`config.mk`:
```
export PLATFORM = sky130hd
export DESIGN_NAME = dasbe_exec
export DESIGN_NICKNAME = d
export VERILOG_FILES = /design/src/design/dasbe_pkg.sv /design/src/design/dasbe_exec.sv
export SDC_FILE = /design/constraint.sdc
export NUM_CORES = 1
export LEC_CHECK = 0
export BUFFER_PORTS_ARGS = -buffer_cell sky130_fd_sc_hd__buf_4
export CAP_MARGIN = 20
export CORE_MARGIN = 2
export CORE_UTILIZATION = 45
export CTS_CLUSTER_DIAMETER = 40
export CTS_CLUSTER_SIZE = 25
export DETAILED_ROUTE_END_ITERATION = 10
export GPL_ROUTABILITY_DRIVEN = 0
export GPL_TIMING_DRIVEN = 1
export PLACE_DENSITY = 0.78
export SYNTH_ARGS = -nofsm -noshare
export SYNTH_HDL_FRONTEND = slang
export SYNTH_SLANG_ARGS = --single-unit
```
`constraint.sdc`:
```
create_clock -name ref_clk -period 1.7 [get_ports ref_clk]
set_input_delay 0.34 -clock ref_clk [delete_from_list [all_inputs] [get_ports ref_clk]]
set_output_delay 0.34 -clock ref_clk [all_outputs]
set_load 0.05 [all_outputs]
```
`src/design/dasbe_pkg.sv`:
```
// Package of constants and types for the decimal adjust, skip and branch unit.
package dasbe_pkg;
    // ************************************************************
    // Operation codes presented by the decoder
    // ************************************************************
    typedef enum logic [2:0] {
        OP_NONE         = 3'b000,
        OP_DEC_ADJ      = 3'b001,
        OP_DEC_SKIP     = 3'b010,
        OP_INT_DISABLE  = 3'b011,
        OP_INT_ENABLE   = 3'b100,
        OP_DIRECT_JUMP  = 3'b101
    } dasbe_op_e;

    // ************************************************************
    // Execution sequencer states
    // ************************************************************
    typedef enum logic [0:0] {
        ST_RUN   = 1'b0,
        ST_FLUSH = 1'b1
    } dasbe_state_e;

    // ************************************************************
    // Widths, limits and constants
    // ************************************************************
    localparam int          DATA_W        = 8;
    localparam int          ADDR_W        = 6;
    localparam int          PC_W          = 10;
    localparam int          IMM_W         = 9;
    localparam int          NIB_W         = 4;
    localparam logic [7:0]  DATA_ZERO     = 8'h00;
    localparam logic [7:0]  DATA_ONE      = 8'h01;
    localparam logic [3:0]  NIB_LIMIT     = 4'h9;
    localparam logic [7:0]  ADJ_LOW       = 8'h06;
    localparam logic [7:0]  ADJ_HIGH      = 8'h60;
    localparam logic [7:0]  HIGH_LIMIT    = 8'h99;
    localparam int          HIGH_BUF_BIT  = 1;
    localparam logic        DEST_ACC      = 1'b0;
    localparam logic        DEST_REG      = 1'b1;

    // Instruction as presented by the decoder.
    typedef struct packed {
        dasbe_op_e               op;
        logic [ADDR_W-1:0]       reg_addr;
        logic                    dest_sel;
        logic [IMM_W-1:0]        imm_addr;
    } dasbe_instr_s;

    // Write-back produced by the unit.
    typedef struct packed {
        logic                    acc_we;
        logic [DATA_W-1:0]       acc_data;
        logic                    reg_we;
        logic [ADDR_W-1:0]       reg_addr;
        logic [DATA_W-1:0]       reg_data;
        logic                    carry_we;
        logic                    carry;
    } dasbe_wb_s;
endpackage

```
`src/design/dasbe_exec.sv`:
```
// Execution unit for decimal adjust, decrement-skip, interrupt gate, jump.
//
// What this block does
// - Decimal adjust turns binary sum into packed decimal, updates only carry.
// - Decrement addressed register 0..63; result to accumulator or register.
// - Zero decrement result discards the fetched next instruction as no-op.
// - Decrement-skip takes one cycle, or two when the skip happens.
// - Interrupt disable clears the global enable, blocking all requests.
// - Direct jump loads 9-bit immediate into program counter bits 8..0.
// - Direct jump loads program counter bit 9 from high buffer bit 1.
// - Interrupt enable sets the same global enable bit to one.
`timescale 1ns/1ps
module dasbe_exec (
    input  wire logic                          ref_clk,
    input  wire logic                          rstn,
    input  wire dasbe_pkg::dasbe_instr_s       instr,
    input  wire logic                          instr_valid,
    input  wire logic [dasbe_pkg::DATA_W-1:0]  accumulator,
    input  wire logic                          carry_in,
    input  wire logic                          half_carry_in,
    input  wire logic [dasbe_pkg::DATA_W-1:0]  reg_rdata,
    input  wire logic [1:0]                    program_counter_high_buffer,
    output logic                               instr_ready,
    output dasbe_pkg::dasbe_wb_s               wb,
    output logic                               pc_load,
    output logic [dasbe_pkg::PC_W-1:0]         pc_target,
    output logic                               flush_fetch,
    output logic                               global_interrupt_enable
);
    // ************************************************************
    // Sequencer and registers
    // ************************************************************
    dasbe_pkg::dasbe_state_e             state_reg;
    dasbe_pkg::dasbe_state_e             state_next;
    dasbe_pkg::dasbe_wb_s                wb_reg;
    dasbe_pkg::dasbe_wb_s                wb_next;
    logic                                pc_load_reg;
    logic [dasbe_pkg::PC_W-1:0]          pc_target_reg;
    logic [dasbe_pkg::PC_W-1:0]          pc_target_next;
    logic                                int_en_reg;
    logic                                int_en_next;

    wire logic accept = instr_valid && (state_reg == dasbe_pkg::ST_RUN);
    wire logic is_adj = accept && (instr.op == dasbe_pkg::OP_DEC_ADJ);
    wire logic is_dsk = accept && (instr.op == dasbe_pkg::OP_DEC_SKIP);
    wire logic is_dis = accept && (instr.op == dasbe_pkg::OP_INT_DISABLE);
    wire logic is_ena = accept && (instr.op == dasbe_pkg::OP_INT_ENABLE);
    wire logic is_jmp = accept && (instr.op == dasbe_pkg::OP_DIRECT_JUMP);

    // ************************************************************
    // Datapath
    // ************************************************************
    // Decimal adjust: low nibble over nine or half carry adds six, high
    // part over 99 or carry adds sixty and sets carry. Carry is never
    // cleared, as a prior carry still means a hundreds digit.
    // decimal adjust
    wire logic adj_lo =
        (accumulator[dasbe_pkg::NIB_W-1:0] > dasbe_pkg::NIB_LIMIT)
        || half_carry_in;
    wire logic adj_hi = (accumulator > dasbe_pkg::HIGH_LIMIT) || carry_in;
    wire logic [dasbe_pkg::DATA_W-1:0] adj_val =
        accumulator + (adj_lo ? dasbe_pkg::ADJ_LOW : dasbe_pkg::DATA_ZERO)
                    + (adj_hi ? dasbe_pkg::ADJ_HIGH : dasbe_pkg::DATA_ZERO);

    wire logic [dasbe_pkg::DATA_W-1:0] dec_val =
        reg_rdata - dasbe_pkg::DATA_ONE;
    wire logic dec_zero = (dec_val == dasbe_pkg::DATA_ZERO);
    wire logic skip     = is_dsk && dec_zero;

    // Write-back selection.
    always_comb begin
        wb_next          = '0;
        wb_next.reg_addr = instr.reg_addr;
        if (is_adj) begin
            wb_next.acc_we   = 1'b1;
            wb_next.acc_data = adj_val;
            wb_next.carry_we = 1'b1;
            wb_next.carry    = adj_hi;
        end else if (is_dsk) begin
            wb_next.acc_we   = (instr.dest_sel == dasbe_pkg::DEST_ACC);
            wb_next.acc_data = dec_val;
            wb_next.reg_we   = (instr.dest_sel == dasbe_pkg::DEST_REG);
            wb_next.reg_data = dec_val;
        end
    end

    assign pc_target_next = {
        program_counter_high_buffer[dasbe_pkg::HIGH_BUF_BIT],
        instr.imm_addr};

    assign int_en_next = is_dis ? 1'b0 : (is_ena ? 1'b1 : int_en_reg);

    assign state_next = (skip || is_jmp) ? dasbe_pkg::ST_FLUSH
                                         : dasbe_pkg::ST_RUN;

    // Registered state and outputs; all return to quiet values at reset.
    always_ff @(posedge ref_clk or negedge rstn) begin
        if (!rstn) begin
            state_reg     <= dasbe_pkg::ST_RUN;
            wb_reg        <= '0;
            pc_load_reg   <= 1'b0;
            pc_target_reg <= '0;
            int_en_reg    <= 1'b0;
        end else begin
            state_reg     <= state_next;
            wb_reg        <= wb_next;
            pc_load_reg   <= is_jmp;
            pc_target_reg <= is_jmp ? pc_target_next : pc_target_reg;
            int_en_reg    <= int_en_next;
        end
    end

    // ************************************************************
    // Outputs
    // ************************************************************
    // The flush cycle executes a no-op: the fetched word is refused.
    // discard fetched
    assign instr_ready             = (state_reg == dasbe_pkg::ST_RUN);
    assign flush_fetch             = (state_reg == dasbe_pkg::ST_FLUSH);
    assign wb                      = wb_reg;
    assign pc_load                 = pc_load_reg;
    assign pc_target               = pc_target_reg;
    assign global_interrupt_enable = int_en_reg;
endmodule

```
==> results of run 1 <==
## path summary, 6_finish.rpt
check / end / slack [ns]
max: wb[24] / 0.04
min: wb[12] / 0.11
max reg2reg: wb[0] / 0.22
min reg2reg: pc_target[6] / 0.52
max in group asynchronous: flush_fetch / 0.85
min in group asynchronous: wb[25] / 0.50
## cells by family after synthesis
family	share of synthesized area
DFF	0.592
and+or+nand+nor	0.126
AOI/OAI and AO/OA	0.0857
muxes	0.0683
xor gates and xnor gates	0.0478
buffers and inverters	0.0228
adders and majority gates	0.0577
## report_power, final
part	internal [uW]	leakage (uW)	switching (uW)
logic	279	0.000772	439
clock network	161	0.0000293	269
registers	1000	0.000501	36.0
## cells in the mapped netlist, drive strengths merged (2+ instances only)
library cell	number	share of area
dfrtp	39	0.59
mux2	10	0.068
nor2	10	0.023
ha	6	0.046
inv	6	0.014
o21ai	6	0.018
a21o	5	0.023
and2	5	0.019
o22ai	5	0.023
xnor2	5	0.027
xor2	4	0.021
nand2	3	0.0068
nor3b	3	0.017
a21oi	2	0.0061
buf	2	0.0068
nand2b	2	0.0076
nand3	2	0.0061
nand4	2	0.0076
or2	2	0.0076
or3	2	0.011
or4	2	0.011
## critical path, delay by kind of cell
kind                       cells  cell delay (ns)
AOI/OAI and AO/OA              4             0.61
adders and majority gates      2             0.54
xor gates and xnor gates       1             0.18
buffers and inverters          1             0.12
and+or+nand+nor                1             0.09
## cell type report
cell class / count / area (um^2) / area share
clock buffer: 7 / 45.0 / 0.0180
inverter: 6 / 22.5 / 0.00900
sequential: 39 / 977 / 0.390
timing repair buffer: 96 / 727 / 0.290
clock inverter: 1 / 5.00 / 0.00200
tap: 46 / 57.6 / 0.0230
multi-input combinational: 82 / 668 / 0.267
## metal layers
metal  vias up  global-route usage
li1        647                   -
met1       642               0.208
met2        69               0.371
met3         8              0.0642
met4         0              0.0718
met5         -                   0
## through the flow
| step | std cells | utilization |
|---|---|---|
| after floorplan | 130 | - |
| after global placement | 267 | 0.706 |
| after detailed placement | 267 | 0.706 |
| after CTS | 276 | 0.723 |
| after global routing | 277 | 0.733 |
| final | 277 | 0.733 |
## what timing repair did
action	in CTS	in global routing
setup endpoints to repair	0	1
hold buffers	1	0
setup buffers	0	1
endpoints found under the hold margin	39	0
gates resized for setup	0	3
==> impl_results.md, run 1 <==
- Post-route ant nets: 0
- #FFs+latches synth: 39
- GRT overflow: 0
- Maximum vdd drop: about 0.36 mV
- Status: completed
- Critical path class: input port to register
- Share of cells above drive strength 1: 0.532
- Pwr/cell area: ~870 mW/mm^2
- Area post-placement: about 0.0024 mm^2
- Commonest non-fill, non-tap cell in the layout: buf_4
- Worst Setup SP: accumulator[2]
- Gr usage total: 0.199
- Top FF cell, synth: dfrtp_1
- Buffer levels on the longest clock path: 2
- Wire per inst: 14.2 um
- Final wirelength: between 3 and 4 mm
- Layout area overhead: 51.7%
- Die Width: 64.5 um
- Starting density of the core: 0.483
- Startpoint types: input port
- Mean Syn Cell Area: between 10 and 15 um^2
- Worst-path maximum fanout: 2
- DR vias: 1,366
- Site Rows: 21
- Mapped cell area: 0.00165 mm^2
- Post-synthesis sequential area ratio: 0.592
- Max stage delay on crit path: about 0.35 ns
- Setup TNS: 0 ns
- Final setup viols: 0
- Final Cycle Share: 0.975
- Clk pin slew, worst setup/hold paths: approximately 0.10 ns
- Vias in the first global route: between 1,000 and 1,500
- Total power: 2190 uW
- CP Capture Type: register
- Initial drt markers: 37
- Number of nets in the layout: 279
- Max reg flops: 26
- Clock skew: 0.00915 ns
- Highest metal used: met4
- I/O Buffers: 80
- Synth unique cells: 33
- RSZ-0062 raised after global routing: false
- DP Wirelength: about 3.1 mm
- R2R depth: 5
- Die height: 64.5 um
- Yosys warnings: 0
- First-pass GRT wire length: roughly 6.1 mm
- Residual DRC: 0
- Max-slew violations: 0
- Num ports: 82
- Drt pass-1 iters: 4
- Total CTS buffers: 5
- Synth Instances: 130
- Static Leak: 0.00130 uW
- Asr flop ratio synth: 1.00
- Avg Vias per Cell: a little under 5
- Final worst slack: between 0.04 and 0.05 ns
- TritonCTS clock tree: yes
- Wire length on met2: 2.11 mm
- Worst path arrival time: about 1.9 ns
- Max-Cap Viols: 0
- Worst slew pin tran: roughly 0.45 ns
- Final Critical Period: approximately 1.7 ns
- Crit path required time: around 1.9 ns
- HP Start: instr[12]
- Largest net degree at the start of global routing: 40
- H-Tree Depth: 2
- Syn Nets: roughly 180
- Fmax: about 600 MHz
- Hold depth: 1
- Number of synthesized flops with an enable pin: 0
- Die area: around 0.0042 mm^2
- Fillers: between 200 and 250
- Cell area after layout: ~0.0025 mm^2
- Rel. slew slack: 0.697
- Clock Sinks: 39
- # diodes: 0
- Met3 WL: between 300 and 400 um
- Hold WS: 0.109 ns
- Hold Crit Class: input port to register
- CP cell instances: buf_4, o21ai_4, nand2b_1, ha_2, fa_2, a41o_1, a21oi_2, xor2_1, o22ai_1
- Worst path slowest cell: fa_2
- Root Driver: clkbuf_4
- Worst R2R Start: flush_fetch
- Commonest cells after routing, fill and taps aside: buf_4 (94), dfrtp_1 (38), nor2_1 (10), mux2_2 (10), inv_1 (6)
- DRT met1 WL: between 1 and 1.5 mm
- Hold Fails Final Rpt: 0
- Worst-skew pair later-pin latency: 0.34 ns
- Antenna violations before repair: 0
- Core area: 0.00342 mm^2
- Setup WS pre-CTS: -0.327 ns
Power figures use the tool's default switching activity.
==> inputs of run 2 (changes only) <==
- CORE_ASPECT_RATIO: default -> 0.9
- GPL_ROUTABILITY_DRIVEN: 0 -> default
==> run 2 against run 1 <==
  * First-iteration DRC count rose to 3.7 times the previous value
  * Total power increased by 16%
  * Largest cell class unchanged
  * Setup slack gained 0.0084 ns
  * Sequential share of layout area shrank 0.84 points
  * Fmax is 0.51% higher
  * Die area about the same
  * Via count decreased by 1.3%
  * Cell area is 2.2% higher
  * Highest routed layer unchanged
  * Routed wire length is 3.7% higher
==> impl_results.md, run 2 (synthesized netlist as in run 1, its figures left out) <==
- Startpoint types: input port
- Residual DRC: 0
- H-Tree Depth: 2
- DP Wirelength: just over 3 mm
- Final wirelength: approximately 4.1 mm
- Hold Fails Final Rpt: 0
- Clock skew: about 0.0042 ns
- Gr usage total: 0.203
- Layout area overhead: 55.1%
- Starting density of the core: 0.478
- GRT overflow: 0
- Worst path arrival time: approximately 1.8 ns
- CP Capture Type: register
- Fillers: approximately 230
- Max reg flops: 26
- R2R Setup Slk: 0.19 ns
- Pwr/cell area: approximately 1000 mW/mm^2
- Hold WS: roughly 0.0038 ns
- Die height: approximately 60 um
- Num ports: around 80
- Internal Power: about 1800 uW
- Logic pwr share: 0.285
- Critical path class: input port to register
- First-pass GRT wire length: between 6 and 7 mm
- Post-route ant nets: 0
- Post-Route Utilization: 0.741
- Root Driver: clkbuf_8
- I/O Buffers: 80
- TritonCTS clock tree: yes
- Largest net degree at the start of global routing: 40
- Clk pin slew, worst setup/hold paths: around 0.07 ns
- Share of cells above drive strength 1: 0.544
- Core area: about 0.0035 mm^2
- Non-filler cells, final: roughly 270
- Seq pwr share: 0.409
- Wire per inst: roughly 15 um
- Worst path slowest cell: fa_2
- Maximum vdd drop: roughly 0.43 mV
- GP Congestion: about 0.8
- Static Leak: ~0.0013 uW
- Drt pass-1 iters: 4
- Crit path required time: 1.86 ns
- Status: completed
- Buffer levels on the longest clock path: 2
- DR vias: ~1,300
- Switching power: 784 uW
- Commonest non-fill, non-tap cell in the layout: buf_4
- Vias in the first global route: between 1,000 and 1,500
- Worst-skew pair later-pin latency: 0.29 ns
- Die Width: 67.8 um
- Site Rows: 20
- Rel. slew slack: 0.686
- Critical Path End: wb[24]
- Final Cycle Share: 0.970
- Placed Instances: 263
- Fmax: roughly 600 MHz
- Number of nets in the layout: between 200 and 300
- RR Endpoint: wb[0]
- Die area: about 0.0042 mm^2
- Worst-path maximum fanout: 2
- Initial drt markers: about 140
- Clock Sinks: 39
- Worst slew pin tran: 0.471 ns
- Commonest cells after routing, fill and taps aside: buf_4 (91), dfrtp_1 (38), nor2_1 (10), mux2_2 (10)
- Avg Vias per Cell: approximately 5
- CP cell instances: buf_8, o21ai_4, nand2b_1, ha_2, fa_2, a41o_1, a21oi_2, xor2_1, o22ai_1
- Worst Setup SP: accumulator[2]
- Max-Cap Viols: 0
- Max-slew violations: 0
- Total CTS buffers: 5
- Setup TNS: 0 ns
- RSZ-0062 raised after global routing: true
- Hold Crit Class: input port to asynchronous set/reset pin
- Antenna violations before repair: 0
- Max stage delay on crit path: approximately 0.35 ns
- Switching Share: 0.309
- Clock share of power: 0.307
- Final Critical Period: ~1.6 ns
- Worst R2R Start: flush_fetch
- R2R depth: 5
- Final setup viols: 0
- # diodes: 0
-- run 2: cell types whose count changed in the layout (fill, tap and decap cells not counted) --
| cell | change |
|---|---|
| buf_8 | +1 |
| clkbuf_4 | -5 |
| a41oi_1 | -1 |
| clkbuf_8 | +6 |
| bufinv_16 | +1 |
| a41oi_2 | +1 |
| dlygate4sd3_1 | -1 |
| buf_4 | -3 |
| clkbuf_1 | -2 |
-- run 2: metal layers --
layer  wire length [um]  global-route usage  share of wire
met1               1580               0.239           0.39
met2               2030               0.332           0.50
met4                106               0.103          0.026
met3                378              0.0731          0.092
met5                  0                   0              0
-- run 2: worst max-delay path, delay by kind of cell --
kind,cells,cell delay (ns)
buffers and inverters,1,0.10
adder cells (fa/ha/maj),2,0.55
AND/OR/NAND/NOR,1,0.10
AO/OA/AOI/OAI,4,0.54
XOR/XNOR,1,0.18
-- run 2: metrics by stage --
stage | worst slack (ns) | power, uW | instance area, um^2
floorplan | -0.154 | 1470 | 1660
global placement | -0.259 | 1740 | 2390
detailed placement | -0.331 | 1760 | 2390
CTS | 0.0409 | 2550 | 2510
global route | -0.0227 | 2640 | 2560
finish | 0.0504 | 2540 | 2560
-- run 2: worst min path at each step --
stage	endpoint	slack, ns	cells after the start
final	pc_target[3]	0.004	1
after global routing	pc_target[5]	0.03	1
after CTS	pc_target[3]	0.01	1
after detailed placement	pc_target[3]	0.33	1
after global placement	pc_target[4]	0.32	1
after floorplan	flush_fetch	0.04	0
-- run 2: repair_timing --
item / in CTS / in global routing
resized for setup: 0 / 6
setup endpoints to repair: 1 / 2
hold buffers: 0 / 0
setup buffers: 0 / 1
pin swaps: 3 / 1
-- run 2: power groups by stage --
stage	combinational [uW]	sequential [uW]	clock, uW
final	723	1040	779
after global routing	766	1050	833
after CTS	710	1040	799
after detailed placement	709	1060	0
after global placement	693	1050	0
after floorplan	146	1320	0
-- run 2: cell type report --
| cell class | instances | area, um^2 | share of cell area |
|---|---|---|---|
| inverters | 6 | 22.5 | 0.00881 |
| multi-input cells | 82 | 676 | 0.264 |
| well taps | 44 | 55.1 | 0.0215 |
| flip-flops and latches | 39 | 977 | 0.382 |
| clock buffers | 6 | 82.6 | 0.0323 |
| repair buffers | 93 | 709 | 0.277 |
| clock inverters | 2 | 35.0 | 0.0137 |
==> inputs of run 3 (changes only) <==
- ABC_AREA: default -> 1
- CORE_UTILIZATION: 45 -> 48
- CTS_BUF_LIST: default -> sky130_fd_sc_hd__clkbuf_8
- MAX_ROUTING_LAYER: default -> met4
- PLACE_DENSITY: 0.78 -> 0.81
==> run 3 against run 2 <==
  * Sequential share of layout area shrank 0.075 points
  * Synthesized cell count grew 55%
  * Area after synthesis grew 7.5%
  * Clock power shrank 24%
  * Combinational power shrank 5.5%
  * Cell area grew 0.20%
  * Non-clock buffer count shrank 5
  * Setup slack gained 0.045 ns
  * Via count grew 20%
  * Clock skew grew 0.0013 ns
  * Critical endpoint unchanged
==> impl_results.md, run 3 <==
- GRT overflow: 0
- Mapped cell area: approximately 0.0018 mm^2
- Clk pin slew, worst setup/hold paths: ~0.08 ns
- Top-area cell type share of the netlist area: 0.550
- Total CTS buffers: 5
- Worst path arrival time: about 1.8 ns
- First-pass GRT wire length: 6.36 mm
- Commonest non-fill, non-tap cell in the layout: buf_4
- Worst slew pin tran: 0.472 ns
- Number of nets in the layout: between 300 and 400
- GP Congestion: approximately 0.91
- PostCTS Resize Cnt: 0
- Max reg flops: 26
- Starting density of the core: 0.513
- Clock Sinks: 39
- Post-route ant nets: 0
- Critical path class: input port to register
- FF/Latch Area: around 1000 um^2
- Rel. slew slack: 0.685
- DP Wirelength: 3.29 mm
- Worst-skew pair later-pin latency: approximately 0.28 ns
- Synth unique cells: 24
- Site Rows: 20
- Root Driver: clkbuf_8
- Multi-input gate area in the final layout: approximately 690 um^2
- Drt pass-1 iters: 4
- H-Tree Depth: 2
- # diodes: 0
- Final Cycle Share: 0.944
- Mean Syn Cell Area: just under 9 um^2
- Buffer levels on the longest clock path: 2
- Residual DRC: 0
- Gr usage total: 0.213
- Layout area overhead: 44.5%
- Cell area after layout: about 0.0026 mm^2
- Final wirelength: 4.24 mm
- Hold Fails Final Rpt: 0
- # hold bufs at CTS: 0
- Antenna violations before repair: 0
- Die area: about 0.0042 mm^2
- Fillers: around 260
- Avg Vias per Cell: about 4.8
- Static Leak: 0.00145 uW
- Hold WS: about 0.011 ns
- Area post-placement: between 0.002 and 0.0025 mm^2
- Hold Crit Class: input port to asynchronous set/reset pin
- Area leader, netlist: dfrtp_1
- Max-slew violations: 0
- Worst-path maximum fanout: 3
- Fmax: about 620 MHz
- Syn Nets: 250
- Crit path required time: roughly 1.9 ns
- Placed Instances: 330
- Top FF cell, synth: dfrtp_1
- Yosys warnings: 0
- CP Capture Type: register
- Wire per inst: around 13 um
- Post-CTS setup buffers: 0
- Core area: approximately 0.0035 mm^2
- Post-synthesis sequential area ratio: 0.550
- Initial drt markers: 70
- Largest net degree at the start of global routing: 40
- Final Critical Period: ~1.6 ns
- Num ports: 82
- I/O Buffers: 80
- Non-filler cells, final: 338
- Status: completed
- Startpoint types: input port
- Clock skew: about 0.0054 ns
- Max-Cap Viols: 0
- Commonest cells after routing, fill and taps aside: buf_4 (88), nand2_1 (66), dfrtp_1 (38)
- Share of cells above drive strength 1: 0.381
- Most frequent cells after synthesis: nand2_1 (66), dfrtp_1 (39), inv_1 (22), nor2_1 (22), nand3_1 (9)
- Asr flop ratio synth: 1.00
- Final setup viols: 0
- Maximum vdd drop: around 0.37 mV
- Synth Instances: around 200
- Vias in the first global route: around 1,500
- Die Width: 68.1 um
- Area contributors post-synth: dfrtp_1 (55%), nand2_1 (14%), inv_1 (4.7%)
- TritonCTS clock tree: yes
- Number of synthesized flops with an enable pin: 0
- DR vias: 1,615
- RSZ-0062 raised after global routing: false
- Die height: about 62 um
- Pwr/cell area: ~900 mW/mm^2
- #FFs+latches synth: 39
- Cell with the most instances after synthesis: nand2_1
run 3: cell count changes in the layout (fill, tap and decap cells not counted), sizes merged, moves of 5 or more:
cell / delta
inv: +19
mux2: -10
nand2: +65
nor2: +15
a21o: -5
nand3: +7
buf: -5
and2: -5
run 3: report_power, final:
group          internal, uW  total [uW]  switching [uW]  leakage (uW)
clock                   281         594             313     0.0000453
combinational           233         683             449      0.000896
sequential              998        1030            32.2      0.000510
run 3: layout make-up:
type                            count  area share
Sequential cell                    39       0.381
Multi-Input combinational cell    134       0.268
Timing Repair Buffer               88       0.258
Inverter                           25      0.0381
Clock buffer                        5      0.0269
Tap cell                           44      0.0215
Clock inverter                      3     0.00635
run 3: layer usage:
layer | track usage | vias to the layer above | share of wire
met5 | - | - | 0
met4 | 0.0514 | 0 | 0.0073
met3 | 0.0512 | 5 | 0.091
met2 | 0.372 | 58 | 0.49
met1 | 0.249 | 747 | 0.41
li1 | - | 805 | -
run 3: logic make-up after synthesis:
group | synth area share
AND/OR/NAND/NOR | 0.267
flip-flops | 0.550
buffers and inverters | 0.0663
AO/OA/AOI/OAI | 0.0473
adder cells (fa/ha/maj) | 0.0536
XOR/XNOR | 0.0148
run 3: stage by stage:
step,util,setup WS (ns),power [uW],TNS (ns)
finish,0.742,0.0957,2310,0
global placement,0.717,-0.159,1720,-0.529
detailed placement,0.717,-0.201,1730,-0.668
floorplan,-,0.0209,1460,0
global route,0.742,0.00428,2420,0
CTS,0.742,0.105,2320,0
run 3: path summary, 6_finish.rpt:
kind,endpoint,cells past startpoint,startpoint,slack (ns)
max,wb[24],10,accumulator[2],0.1
min,pc_target[9],1,rstn,0.01
max reg2reg,wb[24],5,flush_fetch,0.42
min reg2reg,pc_target[3],2,pc_target[3],0.47
max in group asynchronous,flush_fetch,1,rstn,1.34
min in group ref_clk,wb[10],1,instr[10],0.16
run 3: critical path, stage by stage:
cell	delay [ns]
buf_4	0.11
nor2_1	0.09
nor2_1	0.05
or2_4	0.22
ha_2	0.18
fa_2	0.36
nand4_1	0.14
nand3_1	0.08
nand3_1	0.09
o21ai_0	0.08
